[src/inc/flow_uart_params.svh]
/*
  Offsets, field positions, reset values and counts of the flow-controlled UART channel.
  Assumes a 32-bit AHB-Lite slave whose registers each take one aligned word.
*/
// Contract
// - rx and tx FIFOs hold 64 characters; rx entries carry three error bits.
// - baud generator divides the clock by a 16-bit divisor, 1 to 65535.
// - after reset FIFOs are disabled, so trigger levels act as one character.
// - rx and tx triggers independent: fixed selection or programmed level.
// - auto-CTS and auto-RTS enabled separately by feature bits 7 and 6.
// - auto-RTS keeps RTS asserted below halt level, deasserts at it.
// - after auto deassertion, RTS reasserts when level falls to resume level.
// - one more character arriving after RTS deassertion is still accepted.
// - auto-CTS samples CTS before each character, starts only when CTS low.
// - with auto-CTS on, CTS changes raise no host interrupt.
// - CTS returning low resumes sending queued characters.
// - feature bits 3:2 select transmitted resume/stop pair or both pairs.
// - feature bits 1:0 select compared pair, or both pairs as sequences.
// - modem control bit 5 lets any character resume after a stop.
// - special mode compares second stop char, flags without halting, stores it.
// - stop character halts transmitter after current character, may raise interrupt.
// - resume character restarts transmission and clears the stop flag.
// - stop character sent once rx level passes the halt level.
// - after a stop, resume character sent when rx level reaches resume level.
// - flow characters framed as data; short words send only low bits.
// - RTS is active low and high after reset.
// - threshold nibbles count in units of four characters.
`ifndef FLOW_UART_PARAMS_SVH
`define FLOW_UART_PARAMS_SVH

`define ADDR_DATA       8'h00
`define ADDR_IRQ_EN     8'h04
`define ADDR_FIFO_CTRL  8'h08
`define ADDR_LINE_CTRL  8'h0c
`define ADDR_MODEM_CTRL 8'h10
`define ADDR_LINE_STAT  8'h14
`define ADDR_IDENT      8'h18
`define ADDR_FEATURE    8'h1c
`define ADDR_THRESH     8'h20
`define ADDR_TRIG_LVL   8'h24
`define ADDR_DIVISOR    8'h28
`define ADDR_RESUME1    8'h2c
`define ADDR_RESUME2    8'h30
`define ADDR_STOP1      8'h34
`define ADDR_STOP2      8'h38
`define ADDR_STATUS     8'h3c

`define FEAT_AUTO_CTS   7
`define FEAT_AUTO_RTS   6
`define FEAT_SPECIAL    5
`define MODEM_RTS       1
`define MODEM_XON_ANY   5
`define IRQ_EN_STOP     5
`define FIFO_EN         0
`define FIFO_RX_CLR     1
`define FIFO_TX_CLR     2

`define LINE_CTRL_RST   8'h1d
`define DIVISOR_RST     16'h0001
`define FIFO_DEPTH      7'd64
`define TICK_LAST       4'hf
`define TICK_MID        4'h7

`endif

[src/inc/flow_uart_pkg.sv]
/*
  Types of the flow-controlled UART channel: serializer states and the state record.
  Assumes the constants header is compiled alongside.
*/
package flow_uart_pkg;
  typedef enum logic [1:0] {TX_IDLE, TX_START, TX_DATA, TX_STOP} tx_state_t;
  typedef enum logic [1:0] {RX_IDLE, RX_START, RX_DATA, RX_STOP} rx_state_t;

  typedef struct packed {
    logic             rx_meta, rx_sync, cts_meta, cts_sync;
    logic [7:0]       interrupt_enable_reg, fifo_control_reg, line_ctrl_reg;
    logic [7:0]       modem_control_reg, enhanced_feature_reg;
    logic [7:0]       flow_threshold_reg, trigger_level_reg;
    logic [15:0]      divisor, baud_cnt;
    logic [7:0]       resume_char_first, resume_char_second;
    logic [7:0]       stop_char_first, stop_char_second;
    logic             tick;
    tx_state_t        tx_st;
    logic [3:0]       tx_tick;
    logic [2:0]       tx_bit;
    logic [7:0]       tx_shift;
    logic             tx_line;
    logic [63:0][7:0] tx_mem;
    logic [5:0]       tx_wp, tx_rp;
    logic [6:0]       tx_cnt;
    rx_state_t        rx_st;
    logic [3:0]       rx_tick;
    logic [2:0]       rx_bit;
    logic [7:0]       rx_shift;
    logic [63:0][10:0] rx_mem;
    logic [5:0]       rx_wp, rx_rp;
    logic [6:0]       rx_cnt;
    logic             rts_hold, rts_n, stop_sent, ctl_xon, halted, stop_flag;
    logic [1:0]       ctl_left;
    logic             seq_stop, seq_resume;
    logic             dph_write, dph_read;
    logic [7:0]       dph_addr;
    logic [31:0]      hrdata;
  } flow_state_t;
endpackage

[src/flow_uart.sv]
/*
  One UART channel with FIFOs, trigger levels, hardware and software flow control,
  reached over AHB-Lite. Assumes one 125 MHz clock; rx and cts pins are asynchronous.
*/
// Our own choices: register access over AHB-Lite and the register addresses.
`include "flow_uart_params.svh"

module flow_uart (
  // clock and reset
  input  wire logic        clock_i,
  input  wire logic        reset_n_i,
  // ahb-lite slave
  input  wire logic        hsel_i,
  input  wire logic [31:0] haddr_i,
  input  wire logic [1:0]  htrans_i,
  input  wire logic        hwrite_i,
  input  wire logic [2:0]  hsize_i,
  input  wire logic [31:0] hwdata_i,
  input  wire logic        hready_i,
  output logic             hreadyout_o,
  output logic             hresp_o,
  output logic [31:0]      hrdata_o,
  // serial line
  input  wire logic        rx_i,
  input  wire logic        cts_n_i,
  output logic             tx_o,
  output logic             rts_n_o,
  // host signalling
  output logic             irq_o,
  output logic             rx_dma_request_n_o,
  output logic             tx_dma_request_n_o
);
  import flow_uart_pkg::*;

  // threshold nibble to character count
  function automatic logic [6:0] times4(input logic [3:0] n);
    return {1'b0, n, 2'b00};
  endfunction

  function automatic logic [7:0] word_mask(input logic [1:0] wl);
    return 8'hff >> (3'd3 - {1'b0, wl});
  endfunction

  localparam flow_state_t RST = '{
    line_ctrl_reg: `LINE_CTRL_RST, divisor: `DIVISOR_RST, tx_line: 1'b1, rts_n: 1'b1,
    rx_meta: 1'b1, rx_sync: 1'b1, cts_meta: 1'b1, cts_sync: 1'b1,
    tx_st: TX_IDLE, rx_st: RX_IDLE, default: '0};

  flow_state_t q, d;
  logic [7:0]  wmask, ch, ctl_ch, wb, rv;
  logic [2:0]  nbits_m1;
  logic [6:0]  cap, halt_lvl, resume_lvl, rx_trig, tx_trig, rx_fix, tx_fix;
  logic        auto_rts, auto_cts, pair_tx, fifo_on;
  logic [1:0]  tx_sw, rx_sw;
  logic        rx_done, store, stop_det, resume_det, spec_det, flow_match;
  logic        rx_push, rx_pop, tx_push, tx_pop, go, frame_err, addr_ok;

  assign wmask      = word_mask(q.line_ctrl_reg[1:0]);
  assign nbits_m1   = 3'd4 + {1'b0, q.line_ctrl_reg[1:0]};
  assign fifo_on    = q.fifo_control_reg[`FIFO_EN];
  // 64 entries when enabled; one entry while disabled
  assign cap        = fifo_on ? `FIFO_DEPTH : 7'd1;
  assign halt_lvl   = times4(q.flow_threshold_reg[3:0]);
  assign resume_lvl = times4(q.flow_threshold_reg[7:4]);
  assign auto_cts   = q.enhanced_feature_reg[`FEAT_AUTO_CTS];
  assign auto_rts   = q.enhanced_feature_reg[`FEAT_AUTO_RTS];
  assign tx_sw      = q.enhanced_feature_reg[3:2];
  assign rx_sw      = q.enhanced_feature_reg[1:0];
  assign pair_tx    = (tx_sw == 2'b11);

  // fixed selections unless a programmed level is nonzero
  always_comb begin
    case (q.fifo_control_reg[7:6])
      2'b00:   rx_fix = 7'd8;
      2'b01:   rx_fix = 7'd16;
      2'b10:   rx_fix = 7'd56;
      default: rx_fix = 7'd60;
    endcase
    case (q.fifo_control_reg[5:4])
      2'b00:   tx_fix = 7'd8;
      2'b01:   tx_fix = 7'd16;
      2'b10:   tx_fix = 7'd32;
      default: tx_fix = 7'd56;
    endcase
    if (!fifo_on) begin
      // trigger of one character after reset
      rx_trig = 7'd1;
      tx_trig = 7'd1;
    end else begin
      rx_trig = (q.trigger_level_reg[7:4] != 4'h0) ? times4(q.trigger_level_reg[7:4]) : rx_fix;
      tx_trig = (q.trigger_level_reg[3:0] != 4'h0) ? times4(q.trigger_level_reg[3:0]) : tx_fix;
    end
  end

  // pair one then pair two when both pairs are selected
  // characters go through the ordinary serializer, low bits first
  always_comb begin
    if (q.ctl_left == 2'd2 || (!pair_tx && tx_sw[1])) begin
      ctl_ch = q.ctl_xon ? q.resume_char_first : q.stop_char_first;
    end else begin
      ctl_ch = q.ctl_xon ? q.resume_char_second : q.stop_char_second;
    end
  end

  always_comb begin
    d          = q;
    ch         = '0;
    wb         = hwdata_i[7:0];
    rv         = '0;
    rx_done    = 1'b0;
    store      = 1'b0;
    stop_det   = 1'b0;
    resume_det = 1'b0;
    spec_det   = 1'b0;
    flow_match = 1'b0;
    rx_pop     = 1'b0;
    tx_push    = 1'b0;
    tx_pop     = 1'b0;
    go         = 1'b0;
    addr_ok    = 1'b1;
    frame_err  = 1'b0;
    d.rx_meta  = rx_i;
    d.rx_sync  = q.rx_meta;
    d.cts_meta = cts_n_i;
    d.cts_sync = q.cts_meta;

    // 16x tick from the divisor, zero treated as one
    d.tick = 1'b0;
    d.baud_cnt = q.baud_cnt + 16'd1;
    if (q.baud_cnt + 16'd1 >= q.divisor) begin
      d.baud_cnt = '0;
      d.tick = 1'b1;
    end

    case (q.tx_st)
      TX_IDLE: begin
        // start only while cts low; resumes once it returns low
        if (q.tick && (!auto_cts || !q.cts_sync)) begin
          if (q.ctl_left != 2'd0) begin
            d.tx_shift = ctl_ch;
            d.ctl_left = q.ctl_left - 2'd1;
            go = 1'b1;
          // halted transmitter sends no queued data
          end else if (q.tx_cnt != 7'd0 && !q.halted) begin
            d.tx_shift = q.tx_mem[q.tx_rp];
            tx_pop = 1'b1;
            go = 1'b1;
          end
        end
        if (go) begin
          d.tx_st = TX_START;
          d.tx_tick = '0;
          d.tx_line = 1'b0;
        end
      end
      TX_START: if (q.tick) begin
        d.tx_tick = q.tx_tick + 4'd1;
        if (q.tx_tick == `TICK_LAST) begin
          d.tx_st = TX_DATA;
          d.tx_bit = '0;
          d.tx_line = q.tx_shift[0];
        end
      end
      TX_DATA: if (q.tick) begin
        d.tx_tick = q.tx_tick + 4'd1;
        if (q.tx_tick == `TICK_LAST) begin
          if (q.tx_bit == nbits_m1) begin
            d.tx_st = TX_STOP;
            d.tx_line = 1'b1;
          end else begin
            d.tx_bit = q.tx_bit + 3'd1;
            d.tx_shift = q.tx_shift >> 1;
            d.tx_line = q.tx_shift[1];
          end
        end
      end
      default: if (q.tick) begin
        d.tx_tick = q.tx_tick + 4'd1;
        if (q.tx_tick == `TICK_LAST) begin
          d.tx_st = TX_IDLE;
        end
      end
    endcase

    case (q.rx_st)
      RX_IDLE: if (q.tick && !q.rx_sync) begin
        d.rx_st = RX_START;
        d.rx_tick = '0;
      end
      RX_START: if (q.tick) begin
        d.rx_tick = q.rx_tick + 4'd1;
        if (q.rx_tick == `TICK_MID) begin
          // false start bit returns to idle
          d.rx_st = q.rx_sync ? RX_IDLE : RX_DATA;
          d.rx_tick = '0;
          d.rx_bit = '0;
        end
      end
      RX_DATA: if (q.tick) begin
        d.rx_tick = q.rx_tick + 4'd1;
        if (q.rx_tick == `TICK_LAST) begin
          d.rx_shift = {q.rx_sync, q.rx_shift[7:1]};
          d.rx_bit = q.rx_bit + 3'd1;
          if (q.rx_bit == nbits_m1) begin
            d.rx_st = RX_STOP;
          end
        end
      end
      default: if (q.tick) begin
        d.rx_tick = q.rx_tick + 4'd1;
        if (q.rx_tick == `TICK_LAST) begin
          d.rx_st = RX_IDLE;
          rx_done = 1'b1;
          frame_err = !q.rx_sync;
          ch = q.rx_shift >> (3'd7 - nbits_m1);
        end
      end
    endcase

    if (rx_done) begin
      store = 1'b1;
      // special character flags and is stored, no halt
      if (q.enhanced_feature_reg[`FEAT_SPECIAL] && ch == (q.stop_char_second & wmask)) begin
        spec_det = 1'b1;
      end else if (rx_sw == 2'b11) begin
        // second must follow first directly, mismatch restarts
        stop_det   = q.seq_stop && ch == (q.stop_char_second & wmask);
        resume_det = q.seq_resume && ch == (q.resume_char_second & wmask);
        d.seq_stop   = ch == (q.stop_char_first & wmask);
        d.seq_resume = ch == (q.resume_char_first & wmask);
        flow_match = stop_det || resume_det || d.seq_stop || d.seq_resume;
      end else if (rx_sw != 2'b00) begin
        stop_det   = ch == ((rx_sw[1] ? q.stop_char_first : q.stop_char_second) & wmask);
        resume_det = ch == ((rx_sw[1] ? q.resume_char_first : q.resume_char_second) & wmask);
        flow_match = stop_det || resume_det;
      end
      // any character but a stop character resumes after a stop
      if (q.modem_control_reg[`MODEM_XON_ANY] && q.halted && !stop_det) begin
        resume_det = 1'b1;
      end
      // flow characters are not data, so they are dropped
      store = !flow_match;
    end
    // room beyond the halt level takes the character in flight
    rx_push = store && (q.rx_cnt < cap);
    if (rx_push) begin
      d.rx_mem[q.rx_wp] = {ch == 8'h00 && frame_err, frame_err, 1'b0, ch};
      d.rx_wp = q.rx_wp + 6'd1;
    end

    // stop halts after the current character; resume clears
    if (resume_det) begin
      d.halted = 1'b0;
      d.stop_flag = 1'b0;
    end
    if (stop_det) begin
      d.halted = 1'b1;
    end

    // deassert at halt level; reassert at resume level
    if (q.flow_threshold_reg[3:0] != 4'h0 && q.rx_cnt >= halt_lvl) begin
      d.rts_hold = 1'b1;
    end else if (q.rx_cnt <= resume_lvl) begin
      d.rts_hold = 1'b0;
    end
    d.rts_n = auto_rts ? q.rts_hold : !q.modem_control_reg[`MODEM_RTS];

    if (tx_sw != 2'b00 && q.ctl_left == 2'd0) begin
      // stop sent once level passes halt
      if (!q.stop_sent && q.flow_threshold_reg[3:0] != 4'h0 && q.rx_cnt > halt_lvl) begin
        d.ctl_left = pair_tx ? 2'd2 : 2'd1;
        d.ctl_xon = 1'b0;
        d.stop_sent = 1'b1;
      // resume sent when level reaches resume
      end else if (q.stop_sent && q.rx_cnt <= resume_lvl) begin
        d.ctl_left = pair_tx ? 2'd2 : 2'd1;
        d.ctl_xon = 1'b1;
        d.stop_sent = 1'b0;
      end
    end

    // ahb data phase
    d.dph_write = 1'b0;
    d.dph_read = 1'b0;
    if (q.dph_read) begin
      if (q.dph_addr == `ADDR_DATA) begin
        rv = q.rx_mem[q.rx_rp][7:0];
        rx_pop = q.rx_cnt != 7'd0;
      end else if (q.dph_addr == `ADDR_IRQ_EN) begin
        rv = q.interrupt_enable_reg;
      end else if (q.dph_addr == `ADDR_FIFO_CTRL) begin
        rv = q.fifo_control_reg;
      end else if (q.dph_addr == `ADDR_LINE_CTRL) begin
        rv = q.line_ctrl_reg;
      end else if (q.dph_addr == `ADDR_MODEM_CTRL) begin
        rv = q.modem_control_reg;
      end else if (q.dph_addr == `ADDR_LINE_STAT) begin
        rv = {1'b0, q.tx_cnt == 7'd0 && q.tx_st == TX_IDLE, q.tx_cnt == 7'd0,
              q.rx_cnt != 7'd0 ? q.rx_mem[q.rx_rp][10:8] : 3'b000, 1'b0, q.rx_cnt != 7'd0};
      end else if (q.dph_addr == `ADDR_IDENT) begin
        rv = {3'b000, irq_o, 3'b000, !irq_o};
        d.stop_flag = 1'b0;
      end else if (q.dph_addr == `ADDR_FEATURE) begin
        rv = q.enhanced_feature_reg;
      end else if (q.dph_addr == `ADDR_THRESH) begin
        rv = q.flow_threshold_reg;
      end else if (q.dph_addr == `ADDR_TRIG_LVL) begin
        rv = q.trigger_level_reg;
      end else if (q.dph_addr == `ADDR_RESUME1) begin
        rv = q.resume_char_first;
      end else if (q.dph_addr == `ADDR_RESUME2) begin
        rv = q.resume_char_second;
      end else if (q.dph_addr == `ADDR_STOP1) begin
        rv = q.stop_char_first;
      end else if (q.dph_addr == `ADDR_STOP2) begin
        rv = q.stop_char_second;
      end else begin
        addr_ok = 1'b0;
      end
      d.hrdata = {24'h000000, rv};
      if (q.dph_addr == `ADDR_DIVISOR) begin
        d.hrdata = {16'h0000, q.divisor};
      end else if (q.dph_addr == `ADDR_STATUS) begin
        d.hrdata = {11'h000, q.stop_sent, q.halted, q.rts_hold, q.tx_cnt, 1'b0, q.rx_cnt,
                    q.cts_sync, q.tx_st == TX_IDLE, q.rx_st == RX_IDLE};
      end else if (!addr_ok) begin
        d.hrdata = '0;
      end
    end
    // set wins over the ident read clear
    if (stop_det || spec_det) begin
      d.stop_flag = 1'b1;
    end

    if (q.dph_write) begin
      if (q.dph_addr == `ADDR_DATA) begin
        tx_push = q.tx_cnt < cap;
      end else if (q.dph_addr == `ADDR_IRQ_EN) begin
        d.interrupt_enable_reg = wb;
      end else if (q.dph_addr == `ADDR_FIFO_CTRL) begin
        d.fifo_control_reg = wb & 8'hf9;
      end else if (q.dph_addr == `ADDR_LINE_CTRL) begin
        d.line_ctrl_reg = wb;
      end else if (q.dph_addr == `ADDR_MODEM_CTRL) begin
        d.modem_control_reg = wb;
      end else if (q.dph_addr == `ADDR_FEATURE) begin
        d.enhanced_feature_reg = wb;
      end else if (q.dph_addr == `ADDR_THRESH) begin
        d.flow_threshold_reg = wb;
      end else if (q.dph_addr == `ADDR_TRIG_LVL) begin
        d.trigger_level_reg = wb;
      end else if (q.dph_addr == `ADDR_DIVISOR) begin
        d.divisor = (hwdata_i[15:0] == 16'h0000) ? 16'h0001 : hwdata_i[15:0];
      end else if (q.dph_addr == `ADDR_RESUME1) begin
        d.resume_char_first = wb;
      end else if (q.dph_addr == `ADDR_RESUME2) begin
        d.resume_char_second = wb;
      end else if (q.dph_addr == `ADDR_STOP1) begin
        d.stop_char_first = wb;
      end else if (q.dph_addr == `ADDR_STOP2) begin
        d.stop_char_second = wb;
      end
    end
    if (tx_push) begin
      d.tx_mem[q.tx_wp] = wb;
      d.tx_wp = q.tx_wp + 6'd1;
    end

    // fifo pointers and levels
    if (tx_pop) begin
      d.tx_rp = q.tx_rp + 6'd1;
    end
    if (rx_pop) begin
      d.rx_rp = q.rx_rp + 6'd1;
    end
    d.tx_cnt = q.tx_cnt + {6'd0, tx_push} - {6'd0, tx_pop};
    d.rx_cnt = q.rx_cnt + {6'd0, rx_push} - {6'd0, rx_pop};
    if (q.dph_write && q.dph_addr == `ADDR_FIFO_CTRL) begin
      if (wb[`FIFO_RX_CLR] || wb[`FIFO_EN] != fifo_on) begin
        d.rx_wp = '0;
        d.rx_rp = '0;
        d.rx_cnt = '0;
      end
      if (wb[`FIFO_TX_CLR] || wb[`FIFO_EN] != fifo_on) begin
        d.tx_wp = '0;
        d.tx_rp = '0;
        d.tx_cnt = '0;
      end
    end

    // ahb address phase
    if (hsel_i && htrans_i[1] && hready_i) begin
      d.dph_write = hwrite_i;
      d.dph_read = !hwrite_i;
      d.dph_addr = haddr_i[7:0];
    end
  end

  always_ff @(posedge clock_i or negedge reset_n_i) begin
    if (!reset_n_i) begin
      q <= RST;
    end else begin
      q <= d;
    end
  end

  assign hreadyout_o        = !q.dph_read;
  assign hresp_o            = 1'b0;
  assign hrdata_o           = q.hrdata;
  assign tx_o               = q.tx_line;
  assign rts_n_o            = q.rts_n;
  // interrupt when enabled; cts never feeds it
  assign irq_o              = q.stop_flag && q.interrupt_enable_reg[`IRQ_EN_STOP];
  assign rx_dma_request_n_o = !(q.rx_cnt >= rx_trig);
  assign tx_dma_request_n_o = !((cap - q.tx_cnt) >= tx_trig);
endmodule // flow_uart

[config.mk]
export PLATFORM = sky130hd
export DESIGN_NAME = flow_uart
export DESIGN_NICKNAME = d
export VERILOG_FILES = /design/src/inc/flow_uart_pkg.sv /design/src/flow_uart.sv
export VERILOG_INCLUDE_DIRS = /design/src /design/src/inc
export SDC_FILE = /design/constraint.sdc
export NUM_CORES = 2
export LEC_CHECK = 0
export ABC_AREA = 0
export BUFFER_PORTS_ARGS = -buffer_cell sky130_fd_sc_hd__buf_2
export CAP_MARGIN = 0
export CELL_PAD_IN_SITES_DETAIL_PLACEMENT = 2
export CELL_PAD_IN_SITES_GLOBAL_PLACEMENT = 2
export CORE_MARGIN = 2
export CORE_UTILIZATION = 40
export DETAILED_ROUTE_END_ITERATION = 16
export HOLD_SLACK_MARGIN = 0.1
export PLACE_DENSITY = 0.83
export SLEW_MARGIN = 40
export SYNTH_ARGS = -nofsm -noshare
export SYNTH_HDL_FRONTEND = slang
export SYNTH_SLANG_ARGS = --single-unit
export TNS_END_PERCENT = 20
[constraint.sdc]
create_clock -name clock_i -period 4.9 [get_ports clock_i]
set_input_delay 0 -clock clock_i [delete_from_list [all_inputs] [get_ports clock_i]]
set_output_delay 0 -clock clock_i [all_outputs]
set_load 0.01 [all_outputs]
After elaboration in Yosys (flattened, before gate mapping)
Cells that the tools add are included.
{"block": "totals", "regBits": 1464, "input_bits": 76, "word_cells": 539}
{"block": "op_classes", "n_addsub": 18, "n_lt_le_gt_ge": 14, "n_eq_ne": 53, "shift": 2, "mux": 161, "bitwise": 19, "n_reduce_logical": 98}
{"cell": "704-bit bitwise mux", "count": 1}
{"cell": "512-bit bitwise mux", "count": 1}
{"cell": "8-bit two-way mux", "count": 28}
{"cell": "19-bit two-way mux", "count": 4}
{"cell": "6-bit one-hot mux with 3 select lines", "count": 4}
{"cell": "1-bit two-way mux", "count": 67}
{"cell": "11-bit binary-select mux with 6-bit select", "count": 1}
{"cell": "11-bit demux with 6-bit select", "count": 1}
{"cell": "8-bit by 6-bit == test with 1-bit output, second input constant", "count": 8}
{"cell": "8-bit bitwise AND", "count": 6}
{"cell": "8-bit binary-select mux with 6-bit select", "count": 1}
{"cell": "8-bit demux with 6-bit select", "count": 1}
{"cell": "8-bit == test", "count": 6}
{"cell": "6-bit two-way mux", "count": 8}
{"cell": "11-bit two-way mux", "count": 4}
{"cell": "21-bit two-way mux", "count": 2}
{"cell": "2-bit two-way mux", "count": 18}
{"cell": "7-bit two-way mux", "count": 5}
{"cell": "8-bit by 5-bit == test with 1-bit output, second input constant", "count": 4}
{"cell": "16-bit two-way mux", "count": 2}
{"cell": "6-bit by 7-bit < comparator with 1-bit output, second input constant", "count": 4}
{"cell": "2-bit != test, second input constant", "count": 14}
{"cell": "9-bit two-way mux", "count": 3}
{"cell": "6-bit by 1-bit adder with 6-bit output, second input constant", "count": 4}
{"cell": "other kinds (62)", "count": 168}

Longest topological paths before layout
{"block": "depth", "depth_word": 25, "depth_mapped": 27}

Least setup slack after synthesis
No wires, ideal clock.
{"block": "synth_path", "path_kind": "register to register", "start": "register q[1438] (netlist name)", "end": "register q[58] (netlist name)", "setup_ns": 0.139, "t_arrival_ns": 4.708, "required_time_ns": 4.761, "setup_slack_ns": 0.053, "path_stages_with_launch": 26, "period_less_slack_ns": 4.847, "cell_sequence": "dfstp_2 -> buf_6 -> buf_2 -> mux2_2 -> a221o_1 -> a221oi_1 -> a211oi_1 -> a2111oi_0 -> nor4_1 -> nor3_1 -> buf_6 -> buf_6 -> buf_2 -> ha_1 -> inv_1 -> ha_1 -> fa_1 -> a21oi_1 -> nor2_1 -> nor2_1 -> nor2_1 -> nor2_1 -> nor2_1 -> nor2_1 -> xnor2_1 -> nor2_1"}
{"item": "start, declared", "line_no": "flow_uart.sv:49", "text": "flow_state_t q, d;"}
{"item": "start signal, assigned", "line_no": "flow_uart.sv:401", "text": "q <= RST;"}
{"item": "start signal, assigned", "line_no": "flow_uart.sv:403", "text": "q <= d;"}

==> results.json <==
{
  "fin_area_um2": 78000,
  "cap_violations": 1,
  "dr.pass1.iters": 8,
  "async_reset_ff_share_pct": 100,
  "timing.rr.end": "q[57]",
  "finish.utilization_pct": 46.1,
  "p_leak_uw": 0.0337,
  "cp_max_fo": 11,
  "numCtsBuffers": 153,
  "fp.dieH_um": 416,
  "route.vias.total": 57444,
  "synth-edff-count": 0,
  "rrSetupSlack_ns": -0.67,
  "worst_clock_skew_ns": 0.0917,
  "overflow": 0,
  "fmax_ghz": 0.179,
  "crit_path_end_kind": "flip-flop",
  "worst_pin_slew_ns": 2.01,
  "status": "complete, but fails checks",
  "cp.required_ns": 5.65,
  "vdd_drop_max_mv": 0.355,
  "core.rowCount": 151,
  "fin_nets": 5754,
  "port-buffer-count": 58,
  "ant_nets": 0,
  "slew_headroom_pct": -34.3,
  "arrival_ns": 6.32,
  "via_per_inst": 7.22,
  "ys_types": 90,
  "cts_buffer_depth": 3,
  "die_w_um": 416,
  "grt_pass1_vias": 61502,
  "critPathKind": "flip-flop to flip-flop",
  "cts_tree": "yes",
  "antenna_found_initial": 36,
  "clk_latency_ns": 0.91,
  "cts_num_sinks": 1389,
  "wl_per_cell_um": 43.7,
  "synth_ff_type": "dfrtp_1",
  "synth_warnings": 0,
  "clk_transition_reported_paths_ns": 0.07,
  "fillers": 15947,
  "area_growth_pct": 14.9,
  "cts-root-buf": "clkbuf_16",
  "slew_violations": 2,
  "drc": 0,
  "multi_input_area_um2": 31400,
  "violations": "max-capacitance violations, max-slew violations, negative setup slack",
  "holdPathEnd": "q[1390]",
  "start_kind": "flip-flop",
  "syn_area_per_cell_um2": 12.3,
  "ff2ff_path_depth": 21,
  "start_util_pct": 40.2,
  "powerDensity_nw_per_um2": 390,
  "tns_ns": -177.89,
  "io_pins": 115,
  "setup_viol": 550,
  "fin_crit_ns": 5.57,
  "min_from": "hwdata_i[10]",
  "dp_slack_ns": -0.108,
  "hold_viol": 0,
  "drive_above_1_share_pct": 33.4,
  "min_path_cells": 5,
  "dieArea_um2": 173000,
  "wl_mm": 348,
  "timing.rr.start": "q[786]",
  "final_cell_mix": "dfrtp_1, mux2_2, o21ai_0",
  "place_congestion": 0.896,
  "synth_area_um2": 67900,
  "hpwl_mm": 162,
  "grt_usage_pct": 36.6,
  "initialDrtViolationCount": 7547,
  "seq_area_frac_synth_pct": 51.2,
  "layout_commonest_cell": "dfrtp_1",
  "startpoint": "q[786]",
  "fin_crit_sh_pct": 114,
  "grt_max_degree": 145,
  "seq_area_um2": 34800,
  "htreeDepth": 4,
  "rsz0062_at_grt": "yes",
  "place_area_um2": 71400,
  "fin_ws_ns": -0.672,
  "ys_ff_latch": 1389,
  "whs_ns": 0.229,
  "hold_class": "primary input to flip-flop",
  "grt_pass1_wl_mm": 466,
  "core_um2": 169000,
  "syn-instance-count": 5528
}
-- worst max-delay path: stages, from the launching register on --
cell and delay [ns]:
dfrtp_1 0.47, ha_2 0.34, and3_4 0.36, nand2_1 0.20
buf_4 0.25, o32a_1 0.47, a211oi_4 0.33, buf_4 0.18
nand4_2 0.17, nor2_4 0.47, nor3_4 0.14, ha_4 0.31
inv_2 0.05, ha_4 0.16, buf_4 0.13, buf_4 0.12
a21oi_1 0.20, o21bai_1 0.15, a21oi_1 0.20, nor2_1 0.09
or3_1 0.35, a21oi_1 0.28
-- metal layers --
metal,part of all wire (%),up-vias,wire length (um),global-route usage (%)
li1,-,20344,-,-
met1,34,29928,118000,41.7
met2,46,4898,161000,59.8
met3,9.8,2235,34300,9.94
met4,9.9,39,34300,25.6
met5,0.19,-,644,0
-- per-stage QoR --
step	cells	power [uW]
6_report	7960	30400
5_1_grt	7946	30800
4_1_cts	7921	29300
3_5_place_dp	7585	16500
3_3_place_gp	7581	16200
2_1_floorplan	5539	14900
-- how the worst max path moves through the flow --
stage	cells past startpoint	endpoint	slack (ns)
2_1_floorplan	25	q[58]	0.05
3_3_place_gp	21	q[58]	0.01
6_report	21	q[57]	-0.67
4_1_cts	22	q[58]	0.01
3_5_place_dp	14	q[465]	-0.11
5_1_grt	21	q[57]	-0.66
-- synthesized netlist by cell type (19+ instances only) --
master    count  area [um2]
nor2_8       24         480
dfrtp_1    1378       34500
buf_4        35         263
inv_1        86         323
o221ai_1     43         377
nand2_1     270        1010
mux2_4       60         901
or3_1        23         144
clkbuf_1    374        1400
nor2_1      151         567
o211ai_1     28         210
xnor2_1      47         412
nand3_1      59         295
nor2b_1      31         194
a21oi_1     140         701
mux2_2      913       10300
mux2i_1     227        2270
xor2_1       30         263
a22oi_1      20         150
a221oi_1     41         359
o21ai_1      95         475
o22ai_1      58         363
and3_1       19         119
a211oi_1     44         330
nor3_1       34         170
ha_1         77         963
buf_1        46         173
buf_2        25         125
o21ai_0     694        3470
mux4_2      193        4350
nor4_1       20         125
-- sequential cells by signal (all words and copies together), names as in the netlist --
name / cells
q: 1357
hrdata_o: 21
halt_lvl: 4
d: 2
auto_cts: 1
auto_rts: 1
fifo_on: 1
rts_n_o: 1
tx_o: 1
-- where the power goes --
part           switching (uW)  internal (uW)
Combinational            3160           1630
Sequential                696          11900
Clock                    5970           7050
Total                    9830          20600
-- what timing repair did --
action,in CTS,in global routing
hold buffers,54,0
pin swaps,5,37
resized for setup,23,102
hold endpoints to repair,1438,0
cloned,0,5
setup buffers,4,11
endpoints found under the setup margin,408,518
-- area by class of cell --
type | instances | share of cell area (%)
flip-flops and latches | 1389 | 44.6
well taps | 2218 | 3.56
clock inverters | 33 | 0.667
multi-input cells | 3574 | 40.2
repair buffers | 394 | 4.50
clock buffers | 245 | 5.97
inverters | 87 | 0.419
diodes | 20 | 0.0642
-- cell families (layout without fill, tap and decap cells) --
group,after synthesis,count (layout),share of synthesized area (%)
mux,1393,1393,26.2
flops,1389,1389,51.2
compound gates,1267,1267,10.7
simple gates,742,746,5.78
buf+inv,580,759,3.59
fa+ha+maj,79,79,1.48
xor+xnor,77,77,0.993
other cells,1,32,0.00552
No activity file was read; power rests on OpenSTA's default activity.
